**config.mk**
```make
export PLATFORM = sky130hd
export DESIGN_NAME = lord_top
export DESIGN_NICKNAME = d
export VERILOG_FILES = /design/src/shared/lord_pkg.sv /design/src/shared/lord_dec_if.sv /design/src/verilog/lord_bin2dec.sv /design/src/verilog/lord_top.sv
export VERILOG_INCLUDE_DIRS = /design/src /design/src/shared
export SDC_FILE = /design/constraint.sdc
export NUM_CORES = 1
export LEC_CHECK = 0
export ABC_AREA = 0
export BUFFER_PORTS_ARGS = -buffer_cell sky130_fd_sc_hd__buf_2
export CAP_MARGIN = 20
export CORE_UTILIZATION = 46
export DETAILED_ROUTE_END_ITERATION = 8
export PLACE_DENSITY_LB_ADDON = 0.08
export SYNTH_ARGS = -nofsm -noshare
export SYNTH_HDL_FRONTEND = slang
export SYNTH_SLANG_ARGS = --single-unit
```
**constraint.sdc**
```tcl
create_clock -name i_clk -period 2.55 [get_ports i_clk]
set_input_delay 0.1275 -clock i_clk [delete_from_list [all_inputs] [get_ports i_clk]]
set_output_delay 0.1275 -clock i_clk [all_outputs]
set_load 0.05 [all_outputs]
```
**src/shared/lord_consts.svh**
```systemverilog
// constants for the line option register decode block
`ifndef LORD_CONSTS_SVH
`define LORD_CONSTS_SVH
`define LORD_RESET_VALUE 8'h1D
`define LORD_USED_MASK 8'h3F
`define LORD_LB_BIT 0
`define LORD_RATE_LSB 1
`define LORD_RATE_MSB 3
`define LORD_PAR_LSB 4
`define LORD_PAR_MSB 5
`define LORD_AUX_RATE_LOCK_BIT 3
`define LORD_DEC_RADIX 8'h0A
`define LORD_DEC_DIGITS 3
`endif

```
**src/shared/lord_pkg.sv**
```systemverilog
// types for the line option register decode block
package lord_pkg;
  typedef enum logic [2:0] {
    LORD_RATE_300,
    LORD_RATE_57600,
    LORD_RATE_1200,
    LORD_RATE_2400,
    LORD_RATE_4800,
    LORD_RATE_9600,
    LORD_RATE_19200,
    LORD_RATE_38400
  } lord_rate_t;
  typedef enum logic [1:0] {
    LORD_PAR_CODE0,
    LORD_PAR_SPACE,
    LORD_PAR_CODE2,
    LORD_PAR_CODE3
  } lord_parity_t;
  typedef logic [7:0] lord_byte_t;
endpackage

```
**src/shared/lord_dec_if.sv**
```systemverilog
// carrier between the register core and the decimal reply formatter
`timescale 1ns/1ps
interface lord_dec_if;
  import lord_pkg::*;
  lord_byte_t value;
  logic [3:0] hundreds;
  logic [3:0] tens;
  logic [3:0] ones;
  modport core (output value, input hundreds, input tens, input ones);
  modport conv (input value, output hundreds, output tens, output ones);
endinterface

```
**src/verilog/lord_bin2dec.sv**
```systemverilog
// binary byte to three decimal digits for option query replies
`timescale 1ns/1ps
`include "lord_consts.svh"
module lord_bin2dec (
  lord_dec_if.conv dec
);
  import lord_pkg::*;
  logic [7:0] rem_hund;
  always_comb begin
    rem_hund = dec.value % `LORD_DEC_RADIX;
    dec.ones = rem_hund[3:0];
    dec.tens = 4'((dec.value / `LORD_DEC_RADIX) % `LORD_DEC_RADIX);
    dec.hundreds = 4'(dec.value / (`LORD_DEC_RADIX * `LORD_DEC_RADIX));
  end
endmodule

```
**src/verilog/lord_top.sv**
```systemverilog
// line option register: storage, field decode and decimal readback
`timescale 1ns/1ps
`include "lord_consts.svh"
// Function
// - bit 0 set accepts remote loopback requests, clear denies them.
// - rate code applies only while auxiliary option bit 3 is clear.
// - reset value is decimal 29: loopback on, 19200 bps, space parity.
// - host writes the value as a binary byte and reads it as decimal; only bits 5..0 are kept, bits 7..6 read as 0.
module lord_top (
  input wire logic i_clk,
  input wire logic i_reset,
  input wire logic i_wr,
  input wire lord_pkg::lord_byte_t i_wr_value,
  input wire logic i_query,
  input wire logic i_loopback_accept_cmd,
  input wire logic i_loopback_deny_cmd,
  input wire lord_pkg::lord_byte_t i_aux_option_register,
  input wire logic i_remote_loopback_request,
  output lord_pkg::lord_byte_t o_value,
  output logic o_reply_valid,
  output logic [3:0] o_reply_hundreds,
  output logic [3:0] o_reply_tens,
  output logic [3:0] o_reply_ones,
  output logic o_loopback_accept,
  output logic o_loopback_grant,
  output logic o_loopback_reject,
  output logic o_rate_valid,
  output lord_pkg::lord_rate_t o_rate,
  output lord_pkg::lord_parity_t o_parity
);
  import lord_pkg::*;

  // ----------------------------------------
  // option register
  // ----------------------------------------
  lord_byte_t reg_q, reg_d;
  logic rvalid_q, rvalid_d;
  logic [3:0] hund_q, hund_d, tens_q, tens_d, ones_q, ones_d;
  logic grant_q, grant_d, reject_q, reject_d;
  logic rate_ok_q, rate_ok_d;
  lord_dec_if dec ();

  assign dec.value = reg_q;

  lord_bin2dec u_bin2dec (
    .dec(dec.conv)
  );

  always_comb begin
    reg_d = reg_q;
    if (i_wr) begin
      reg_d = i_wr_value & `LORD_USED_MASK;
    end
    // accept/deny commands override only the loopback bit
    if (i_loopback_accept_cmd) begin
      reg_d[`LORD_LB_BIT] = 1'b1;
    end else if (i_loopback_deny_cmd) begin
      reg_d[`LORD_LB_BIT] = 1'b0;
    end
  end

  // ----------------------------------------
  // query reply and loopback answer
  // ----------------------------------------
  always_comb begin
    rvalid_d = i_query;
    hund_d = hund_q;
    tens_d = tens_q;
    ones_d = ones_q;
    if (i_query) begin
      hund_d = dec.hundreds;
      tens_d = dec.tens;
      ones_d = dec.ones;
    end
    grant_d = i_remote_loopback_request & reg_q[`LORD_LB_BIT];
    reject_d = i_remote_loopback_request & ~reg_q[`LORD_LB_BIT];
    // when locked the rate output is frozen; the generator keeps its last setting
    rate_ok_d = ~i_aux_option_register[`LORD_AUX_RATE_LOCK_BIT];
  end

  always_ff @(posedge i_clk) begin
    if (i_reset) begin
      reg_q <= `LORD_RESET_VALUE;
      rvalid_q <= 1'b0;
      hund_q <= 4'h0;
      tens_q <= 4'h0;
      ones_q <= 4'h0;
      grant_q <= 1'b0;
      reject_q <= 1'b0;
      rate_ok_q <= 1'b0;
    end else begin
      reg_q <= reg_d;
      rvalid_q <= rvalid_d;
      hund_q <= hund_d;
      tens_q <= tens_d;
      ones_q <= ones_d;
      grant_q <= grant_d;
      reject_q <= reject_d;
      rate_ok_q <= rate_ok_d;
    end
  end

  // ----------------------------------------
  // decoded field outputs
  // ----------------------------------------
  lord_rate_t rate_q, rate_d;
  logic lb_q, lb_d;
  lord_parity_t par_q, par_d;
  lord_byte_t val_q, val_d;

  // field outputs trail the storage by one edge so every output leaves a flip-flop
  always_comb begin
    rate_d = rate_q;
    if (rate_ok_q) begin
      rate_d = lord_rate_t'(reg_q[`LORD_RATE_MSB:`LORD_RATE_LSB]);
    end
    lb_d = reg_q[`LORD_LB_BIT];
    par_d = lord_parity_t'(reg_q[`LORD_PAR_MSB:`LORD_PAR_LSB]);
    val_d = reg_q;
  end

  always_ff @(posedge i_clk) begin
    if (i_reset) begin
      rate_q <= LORD_RATE_19200;
      lb_q <= 1'b1;
      par_q <= LORD_PAR_SPACE;
      val_q <= `LORD_RESET_VALUE;
    end else begin
      rate_q <= rate_d;
      lb_q <= lb_d;
      par_q <= par_d;
      val_q <= val_d;
    end
  end

  assign o_value = val_q;
  assign o_reply_valid = rvalid_q;
  assign o_reply_hundreds = hund_q;
  assign o_reply_tens = tens_q;
  assign o_reply_ones = ones_q;
  assign o_loopback_accept = lb_q;
  assign o_loopback_grant = grant_q;
  assign o_loopback_reject = reject_q;
  assign o_rate_valid = rate_ok_q;
  assign o_rate = rate_q;
  assign o_parity = par_q;
endmodule

```
* Word level (Yosys, flattened, before mapping)
Index checks and enable logic that the tools add are counted. W data, S select, Z words.
Storage, ports and cells: input bits 23, register bits after elaboration 34
Cells by class: div/mod/pow operators 4, bitwise operators 4, reductions and logical operators 2, mux-type cells 2
Operators by type and width (count):
- $div A6 B4 Y8 const B | 1
- $div A6 B7 Y8 const B | 1
- $mod A6 B4 Y8 const B | 1
- $mod A8 B4 Y8 const B | 1
- $and A1 B1 Y1 | 2
- $mux W1 | 2
- $not A1 Y1 | 2
- $reduce_bool A2 Y1 | 1
- $reduce_or A2 Y1 | 1

* Logic depth before layout (Yosys ltp)
Gate-level depths: netlist of run 1.
depth in word-level cells 2, gate-level depth with buffers 9

* Modules after synthesis
Synthesis of run 1 repeated with hierarchy kept, for this count alone.
Second synthesis, totals: cell total of the unflattened synthesis 226, area total of the unflattened synthesis 1950.6 µm²
By module, submodules not included:
- lord_top | cells an instance 98, times used 1, seq. area each 620.6 µm², area each 1081.0 µm²
- lord_bin2dec | cells an instance 128, times used 1, seq. area each 0.0 µm², area each 869.6 µm²

* Worst setup path after synthesis of run 1
OpenSTA, ideal clock, no wires.
path kind register to register, from reg reg_q[3] (netlist: dec.value[3]), to reg ones_q[3] (netlist: o_reply_ones[3]), cell stages (with the launch flop) 9, buffers on the path 1, slack 0.545 ns, arrival 1.860 ns, clock period less this slack 2.005 ns, data required time 2.406 ns, cells stage by stage dfxtp_1 buf_6 or3b_4 nand3_2 o21ai_0 ha_1 o21bai_1 a222oi_1 a311oi_1
On the way: cells in the longest elaborated chain, start to end 1
RTL lines:
- start, declared | line lord_top.sv:36 | lord_byte_t reg_q, reg_d;
- start signal, assigned | line lord_top.sv:83 | reg_q <= `LORD_RESET_VALUE;
- start signal, assigned | line lord_top.sv:92 | reg_q <= reg_d;
- $mod A6 B4 Y8 (no source line)
- end signal, assigned | line lord_top.sv:96 | ones_q <= ones_d;
- end, declared | line lord_top.sv:38 | logic [3:0] hund_q, hund_d, tens_q, tens_d, ones_q, ones_d;
No other way between the ends. A chain may end at the register's enable or synchronous reset.

* Worst setup path after layout of run 1
Ends and elaborated chain as after synthesis.

==> summary.txt, run 1 <==
Drt
  – Vias per Instance: 5.03
  – First-pass DRT Iterations: 4
  – Vias post-DR: 966
  – WL final: 2.24 mm
  – WL/cell: 11.6 µm
  – Starting DRT DRC Count: 7
  – Antenna Violating Nets Remaining: 0
  – # DRC: 0

Placed design
  – # port buffers: 36
  – Placed insts: 185
  – Post-DP HPWL: 1.66 mm
  – GPL Wtd Cong: 0.749

Clock tree
  – Clk_lat worst skew: 0.31 ns
  – Hold-fix buffers at CTS: 3
  – Postcts setup bufs: 0
  – Worst-path clk slew: 0.14 ns
  – CTS Buf Count: 3
  – Clock tree buffer depth: 2
  – Clock sinks: 26
  – H-tree levels: 1
  – CTS Root Cell: clkbuf_4
  – CTS resizes: 0
  – CTS tree: built

Timing
  – Final Hold Fails: 0
  – Final count of negative-setup-slack endpoints: 0
  – Period utilization: 83.4%
  – Post-Route Skew: 0.00623 ns
  – Post-route minimum period: 2.13 ns
  – RSZ-0062 raised after global routing: no
  – Max frequency: 470 MHz
  – Slew Viols, Final: 0
  – Setup TNS: 0 ns

Global routing
  – GRT Util Overall: 17.6%
  – Grt total ovfl: 0
  – Vias in the first global route: 843
  – Initial antenna violation count: 0
  – Global-route wire length before repair: 3.63 mm
  – Pin count of the biggest net entering global routing: 20

Yosys
  – Top-area cell type share of the netlist area: 43.6%
  – Ys async rst share: 0%
  – Seq/Total Area, Yosys: 43.6%
  – Post-Syn Area per Cell: 9.19 µm²
  – Unique masters post-synth: 36
  – Synth area leaders: dfxtp_1 (44%), mux2i_1 (7.5%), buf_4 (7.5%)
  – Area leader, netlist: dfxtp_1
  – Yosys warning count: 0
  – Number of synthesized flops with an enable pin: 0
  – Cell with the most instances after synthesis: dfxtp_1
  – Post-synthesis instance total: 130
  – Top cells by count, synth: dfxtp_1 (26), nor2_1 (13), buf_4 (12)
  – Predominant post-synthesis flop cell: dfxtp_1
  – Register bit count reported by yosys: 26
  – Synth Cell Area: 1190 µm²

Final layout
  – # diodes: 0
  – Reg area: 520 µm²
  – Layout area overhead: 17.9%
  – Layout Cells excl Fill: 192
  – Layout cell share with drive strength beyond 1: 30.2%
  – Nets@finish: 187
  – Area taken by multi-input logic gates: 558 µm²
  – Fill cells: 241

Power and ir drop
  – Peak supply drop: 0.391 mV
  – LEAKAGE: 0.647 nW
  – PD cells: 674 nW/µm²

Worst hold path
  – Worst min-delay path class: in -> reg
  – Hold path startpoint: i_remote_loopback_request
  – Hold Crit Depth: 3

Critical path
  – Worst path max stage delay: 0.46 ns
  – Critical-path cell list: or3b_4 > nand3_2 > o21ai_0 > ha_1 > o21bai_1 > a222oi_1 > a311oi_1
  – Critical path's top delay family: compound AO/OA/AOI/OAI gates
  – Kind of critical path: reg -> reg
  – Worst Path Arrival: 2.32 ns
  – Worst R2R Start: dec.value[3]
  – CP Depth: 7
  – Crit path launch type: flip-flop
  – Crit end category: flip-flop
  – Reg2reg path depth: 7
  – Slowest CP cell: or3b_4
  – Bufs and invs on worst path: 0
  – Critical path peak fanout: 10
  – Crit. Startpoint: dec.value[3]
  – CP Data Required Time: 2.75 ns

Die
  – Die area: 2810 µm²
  – Starting density of the core: 48.7%
  – Row cnt: 18
  – Die Wd: 53.0 µm
  – Area of the core: 2450 µm²
  – Num ports: 53
  – Die Y: 53.0 µm

Run
  – Maxcap violations: 0

Status
  – Outcome: finished clean
-- cells in the final DEF (no fill, tap or decap) --
master and instances:
o22ai_2 1, inv_1 4, nand3_2 1, and2b_1 1, bufinv_16 1, o21bai_1 1, o21ai_0 5, o2bb2ai_1 1
or3b_4 1, nand2_1 11, o221ai_1 1, nor2_1 13, clkbuf_4 3, xnor2_1 2, or2_2 3, o211ai_1 2
dlygate4sd3_1 3, and3_1 1, o21ai_1 1, a21boi_1 1, dfxtp_1 26, or3_1 1, nand3_1 2, a311o_1 1
a311oi_2 1, a21oi_1 2, a311oi_1 4, nor2b_1 2, conb_1 7, a222oi_1 1, mux2i_1 9, buf_4 2
a2bb2oi_1 1, nand2b_1 6, buf_2 36, nand3b_1 3, ha_1 1
-- path summary, 6_finish.rpt --
kind / end / slack (ns)
setup reg to reg: o_reply_ones[3] / 0.42
hold / removal: o_loopback_reject / 0.01
setup / recovery: o_reply_ones[3] / 0.42
hold reg to reg: o_reply_tens[2] / 0.48
-- state kept, by name, indices dropped and copies added, names as in the netlist --
signal	count
dec.value	6
o_reply_ones	4
o_value	4
o_rate	3
o_reply_tens	3
o_parity	2
o_loopback_grant	1
o_loopback_reject	1
o_rate_valid	1
o_reply_valid	1
-- stage by stage --
step / total power [mW] / util, % / setup WS, ns / hold WS [ns] / area [µm²]
final: 0.949 / 57.4 / 0.422 / 0.0144 / 1410
after global routing: 0.995 / 57.4 / 0.273 / 0.0150 / 1410
after CTS: 0.959 / 57.4 / 0.401 / 0.00295 / 1410
after detailed placement: 0.677 / 54.0 / 0.431 / 0.286 / 1330
after global placement: 0.672 / 54.0 / 0.461 / 0.284 / 1330
after floorplan: 0.645 / - / 0.545 / 0.200 / 1220
-- final cells by class --
class / instances / share of cell area (%)
Timing Repair Buffer: 41 / 16.0
Inverter: 4 / 1.07
Sequential cell: 26 / 36.9
Clock buffer: 3 / 1.60
Clock inverter: 1 / 2.13
Multi-Input combinational cell: 87 / 39.6
Tap cell: 30 / 2.66
-- routing by layer --
| layer | global-route usage (%) | vias to the layer above | wire (µm) |
|---|---|---|---|
| li1 | - | 491 | - |
| met1 | 21.6 | 447 | 1010 |
| met2 | 30.6 | 26 | 1120 |
| met4 | 7.02 | 0 | 13 |
| met3 | 2.59 | 2 | 88 |
| met5 | 0 | - | 0 |
-- report_power, final --
part	internal, mW	leakage [nW]	switching (mW)
Combinational	0.0703	0.405	0.152
Sequential	0.429	0.214	0.0196
Clock	0.159	0.0279	0.120
-- cell families (layout without fill, tap and decap cells) --
group,after synthesis,after routing,synth area share (%)
other,1,7,0.314
adder cells (fa/ha/maj),1,1,1.05
AND/OR/NAND/NOR,45,45,19.5
XOR/XNOR,2,2,1.47
flip-flops,26,26,43.6
AO/OA/AOI/OAI,23,23,15.0
buffers and inverters,23,49,11.6
multiplexers,9,9,7.54
-- worst reg2reg max path, stage by stage, from the launching register on --
cell and delay (ns):
dfxtp_1 0.44, or3b_4 0.47, nand3_2 0.10, o21ai_0 0.09, ha_1 0.26, o21bai_1 0.18, a222oi_1 0.34, a311oi_1 0.14
Note: power is estimated with default switching activity, not from simulation.
==> run 2: changes to the inputs <==
- ABC_AREA: 0 -> 1
- CORE_UTILIZATION: 46 -> 40
- clock period: 2.55 -> 1.9 ns (I/O delays scaled with it)
==> summary.txt, run 2 <==
Status
  – Outcome: finished clean

Drt
  – Antenna Violating Nets Remaining: 0
  – WL met1: 1.11 mm
  – Vias per Instance: 4.70
  – Met3 wire length: 99 µm
  – First-pass DRT Iterations: 4
  – Vias post-DR: 1,043
  – # DRC: 0
  – Starting DRT DRC Count: 10
  – DR top layer: met4
  – WL met2: 1.09 mm
  – WL/cell: 10.6 µm
  – WL final: 2.35 mm

Clock tree
  – Clock tree buffer depth: 2
  – H-tree levels: 1
  – CTS tree: built
  – Clock sinks: 26
  – CTS Buf Count: 3
  – CTS Root Cell: clkbuf_4
  – Worst-path clk slew: 0.15 ns
  – Clk_lat worst skew: 0.33 ns

Global routing
  – Vias in the first global route: 867
  – Pin count of the biggest net entering global routing: 16
  – Initial antenna violation count: 0
  – GRT Util Overall: 17.9%
  – Grt total ovfl: 0
  – Global-route wire length before repair: 3.77 mm

Timing
  – Period utilization: 95.0%
  – Final count of negative-setup-slack endpoints: 0
  – Post-route minimum period: 1.81 ns
  – Slew Viols, Final: 0
  – Final Hold Fails: 0
  – Max frequency: 554 MHz
  – PnR worst setup slack: 0.0950 ns
  – Post-Route Skew: 0.00973 ns

Final layout
  – Layout cell share with drive strength beyond 1: 31.3%
  – Layout area overhead: 29.9%
  – # diodes: 0
  – Most common cell after layout, fill and taps aside: buf_2
  – Fill cells: 260
  – Max reg flops: 6
  – Nets@finish: 217
  – Most frequent cells in the layout: buf_2 (36), dfxtp_1 (23), nand2_1 (22)
  – Layout Cells excl Fill: 222
  – Final cell utilization of the core: 56.5%

Placed design
  – Post-DP HPWL: 1.58 mm
  – GPL Wtd Cong: 0.816
  – Placed insts: 208
  – # port buffers: 36
  – Setup WS pre-CTS: 0.104 ns

Yosys
  – Post-synthesis instance total: 148
  – Synth Cell Area: 1110 µm²
  – Unique masters post-synth: 20
  – Predominant post-synthesis flop cell: dfxtp_1
  – Top cells by count, synth: dfxtp_1 (26), nand2_1 (25), inv_1 (14)
  – Number of synthesized flops with an enable pin: 0
  – Post-Syn Area per Cell: 7.48 µm²
  – Yosys warning count: 0
  – Seq/Total Area, Yosys: 47.0%
  – Cell with the most instances after synthesis: dfxtp_1
  – Area leader, netlist: dfxtp_1
  – Synth area leaders: dfxtp_1 (47%), nand2_1 (8.5%), buf_4 (6.8%)
  – Register bit count reported by yosys: 26
  – Ys async rst share: 0%
  – Top-area cell type share of the netlist area: 47.0%

Power and ir drop
  – Combinational share of power: 26.6%
  – LEAKAGE: 0.749 nW
  – Sequential power share: 45.0%
  – Internal power: 896 µW
  – PD cells: 932 nW/µm²
  – Design Power: 1.34 mW
  – Switching pwr: 444 µW
  – Peak supply drop: 0.531 mV
  – Clock share of power: 28.4%
  – Sw frac: 33.1%

Critical path
  – Crit end category: flip-flop
  – Worst path max stage delay: 0.40 ns
  – Critical path's top delay family: simple AND/OR/NAND/NOR gates
  – Crit path launch type: flip-flop
  – CP Data Required Time: 2.14 ns
  – Critical path peak fanout: 7
  – Reg2reg setup slack: 0.09 ns
  – Critical-path cell list: a21oi_1 > inv_1 > nand2_2 > nand3_2 > nand2_2 > nand2_4 > nand2_1 > inv_1 > ha_1 > inv_1 > nand3_1 > nand2_2 > nand2_1 > nand2_1 > nand3_1 > nand2_1 > inv_1
  – Slowest CP cell: dfxtp_4
  – Worst Path Arrival: 2.04 ns
  – Bufs and invs on worst path: 4
  – Kind of critical path: reg -> reg

Die
  – Die Wd: 54.6 µm
  – Starting density of the core: 43.5%
  – Die Y: 54.6 µm
  – Row cnt: 18
  – Area of the core: 2540 µm²
  – Num ports: 53
  – Die area: 2980 µm²

Worst hold path
  – Worst min-delay path class: in -> reg

Run
  – Maxcap violations: 0
run 2: changes by cell type after synthesis, sizes merged, moves of 6 or more:
cell | previous run | this run
nand2 | 11 | 29
inv | 4 | 18
a21oi | 2 | 13
mux2i | 9 | 0
o21ai | 6 | 15
nand3 | 3 | 10
nand2b | 6 | 0
run 2: cells by family after synthesis:
kind of cell | synth area share, %
flip-flops | 47.0
other | 0.339
buffers and inverters | 15.9
XOR/XNOR | 0.791
AND/OR/NAND/NOR | 20.8
adder cells (fa/ha/maj) | 1.13
AO/OA/AOI/OAI | 14.0
run 2: cell type report:
| type | count | area (µm²) | area share, % |
|---|---|---|---|
| inverters | 22 | 82.6 | 5.74 |
| flip-flops and latches | 26 | 532 | 37.0 |
| well taps | 30 | 37.5 | 2.61 |
| clock buffers | 3 | 22.5 | 1.57 |
| clock inverters | 1 | 30.0 | 2.09 |
| repair buffers | 47 | 280 | 19.5 |
| multi-input cells | 93 | 454 | 31.6 |
run 2: power by group through the flow:
| stage | Combinational, mW | Clock (mW) | Sequential [mW] |
|---|---|---|---|
| 3_3_place_gp | 0.319 | 0 | 0.614 |
| 2_1_floorplan | 0.173 | 0 | 0.710 |
| 5_1_grt | 0.390 | 0.413 | 0.610 |
| 6_report | 0.356 | 0.381 | 0.603 |
| 3_5_place_dp | 0.323 | 0 | 0.615 |
| 4_1_cts | 0.336 | 0.388 | 0.603 |
run 2: timing repair:
action                                  4_1_cts  5_1_grt
resized for setup                             0       12
hold buffers                                  7        0
hold endpoints to repair                      7        0
buffers inserted                              0        3
endpoints found under the setup margin        0        2
run 2: final timing paths:
kind / cells after the start / to / startpoint
min reg2reg: 1 / o_loopback_reject / dec.value[0]
max reg2reg: 17 / o_reply_ones[3] / dec.value[5]
max: 17 / o_reply_ones[3] / dec.value[5]
min: 2 / dec.value[3] / i_wr
run 2: metal layers:
metal / track usage [%] / vias to the layer above
met5: 0 / -
met4: 7.69 / 0
met3: 3.61 / 6
met2: 30.3 / 31
met1: 21.6 / 467
li1: - / 539
run 2: through the flow:
step / instance area (µm²) / TNS (ns) / hold slack [ns]
finish: 1440 / 0 / 0.0155
global route: 1440 / -0.0407 / 0.0138
CTS: 1380 / 0 / 0.0205
detailed placement: 1260 / 0 / 0.267
global placement: 1260 / 0 / 0.255
floorplan: 1130 / 0 / 0.167
==> run 3: changes to the inputs <==
--- a/config.mk
+++ b/config.mk
@@ -12,2 +12,3 @@
 export CORE_UTILIZATION = 40
+export CTS_CLUSTER_SIZE = 12
 export DETAILED_ROUTE_END_ITERATION = 8
==> constraint.sdc (replaced) <==
create_clock -name i_clk -period 1.9 [get_ports i_clk]
set_input_delay 0.38 -clock i_clk [delete_from_list [all_inputs] [get_ports i_clk]]
set_output_delay 0.38 -clock i_clk [all_outputs]
set_load 0.05 [all_outputs]
==> summary.txt, run 3 (synthesis results as in run 2) <==
Clock tree
  – Clock tree buffer depth: 2
  – Clock sinks: 26
  – H-tree levels: 1
  – CTS Root Cell: clkbuf_4
  – CTS Buf Count: 3
  – Clk_lat worst skew: 0.32 ns
  – CTS tree: built
  – Hold-fix buffers at CTS: 0
  – Worst-path clk slew: 0.14 ns

Placed design
  – Placed inst area: 1260 µm²
  – # port buffers: 36
  – GPL Wtd Cong: 0.816
  – Post-DP HPWL: 1.58 mm

Power and ir drop
  – PD cells: 969 nW/µm²
  – Peak supply drop: 0.531 mV
  – LEAKAGE: 0.721 nW

Global routing
  – Initial antenna violation count: 0
  – Vias in the first global route: 814
  – Grt total ovfl: 0
  – GRT Util Overall: 17.0%
  – Pin count of the biggest net entering global routing: 16
  – Global-route wire length before repair: 3.59 mm

Timing
  – Max frequency: 555 MHz
  – Slew Viols, Final: 0
  – Final count of negative-setup-slack endpoints: 0
  – Period utilization: 94.9%
  – Post-Route Skew: 0.00748 ns
  – Post-route minimum period: 1.80 ns
  – WHS: 0.194 ns
  – Final Hold Fails: 0

Status
  – Outcome: finished clean

Critical path
  – Critical-path cell list: a21oi_1 > inv_1 > nand2_2 > nand3_2 > nand2_2 > nand2_4 > nand2_1 > inv_1 > ha_1 > inv_1 > nand3_1 > nand2_2 > nand2_1 > nand2_1 > nand3_1 > nand2_1 > inv_1
  – Worst Path Arrival: 2.04 ns
  – Slowest CP cell: dfxtp_4
  – CP Data Required Time: 2.14 ns
  – Bufs and invs on worst path: 4
  – Worst path max stage delay: 0.40 ns
  – Critical path's top delay family: simple AND/OR/NAND/NOR gates
  – Crit end category: flip-flop
  – Critical path peak fanout: 7
  – Kind of critical path: reg -> reg
  – Crit path launch type: flip-flop

Final layout
  – Layout cell share with drive strength beyond 1: 32.4%
  – Layout area overhead: 23.6%
  – Most frequent cells in the layout: buf_2 (36), dfxtp_1 (23), nand2_1 (22)
  – Most common cell after layout, fill and taps aside: buf_2
  – Final instance area: 1370 µm²
  – Nets@finish: 210
  – Max reg flops: 6
  – # diodes: 0

Die
  – Row cnt: 18
  – Die area: 2980 µm²
  – Num ports: 53
  – Die Y: 54.6 µm
  – Area of the core: 2540 µm²
  – Starting density of the core: 43.5%
  – Die Wd: 54.6 µm

Worst hold path
  – Worst min-delay path class: in -> reg

Drt
  – Starting DRT DRC Count: 9
  – Vias per Instance: 4.66
  – WL final: 2.23 mm
  – WL/cell: 10.3 µm
  – Antenna Violating Nets Remaining: 0
  – # DRC: 0
  – First-pass DRT Iterations: 4
  – Vias post-DR: 1,002

Run
  – Maxcap violations: 0
-- run 3: cell types whose count changed in the layout (fill, tap and decap cells not counted) --
cell / before / now
dlygate4sd3_1: 7 / 0
-- run 3: what timing repair did --
item	CTS	global route
hold endpoints to repair	0	0
gates resized for setup	0	12
setup buffers	0	3
setup endpoints to repair	0	2
-- run 3: metal layers --
metal	track usage, %	routed length, µm	vias up
met2	28.1	1020	32
met1	21.4	1080	440
li1	-	-	526
met4	6.41	25	0
met3	3.61	100	4
met5	0	0	-
-- run 3: final cells by class --
type | instances | area, µm²
clock inverters | 1 | 30.0
clock buffers | 3 | 22.5
well taps | 30 | 37.5
inverters | 22 | 82.6
fillers | 271 | 1180
repair buffers | 40 | 210
flip-flops and latches | 26 | 532
multi-input cells | 93 | 454
-- run 3: path summary, 6_finish.rpt --
path                                  from                 to  cells past startpoint  slack [ns]
setup / recovery              dec.value[5]    o_reply_ones[3]                     17         0.1
hold / removal    i_aux_option_register[3]       o_rate_valid                      2        0.19
hold reg to reg               dec.value[0]  o_loopback_reject                      1        0.43
setup reg to reg              dec.value[5]    o_reply_ones[3]                     17         0.1
-- run 3: through the flow --
step	cells	setup slack [ns]	setup TNS [ns]	total power, mW	utilization, %
2_1_floorplan	154	0.286	0	0.884	-
3_3_place_gp	208	0.129	0	0.933	49.6
3_5_place_dp	208	0.104	0	0.938	49.6
4_1_cts	212	0.0535	0	1.32	51.6
5_1_grt	215	-0.0407	-0.0407	1.40	53.8
6_report	215	0.0977	0	1.33	53.8
-- run 3: report_power, final --
group	switching (mW)	total (mW)	internal, mW
clock network	0.165	0.378	0.213
registers	0.0226	0.603	0.580
logic	0.252	0.345	0.0930
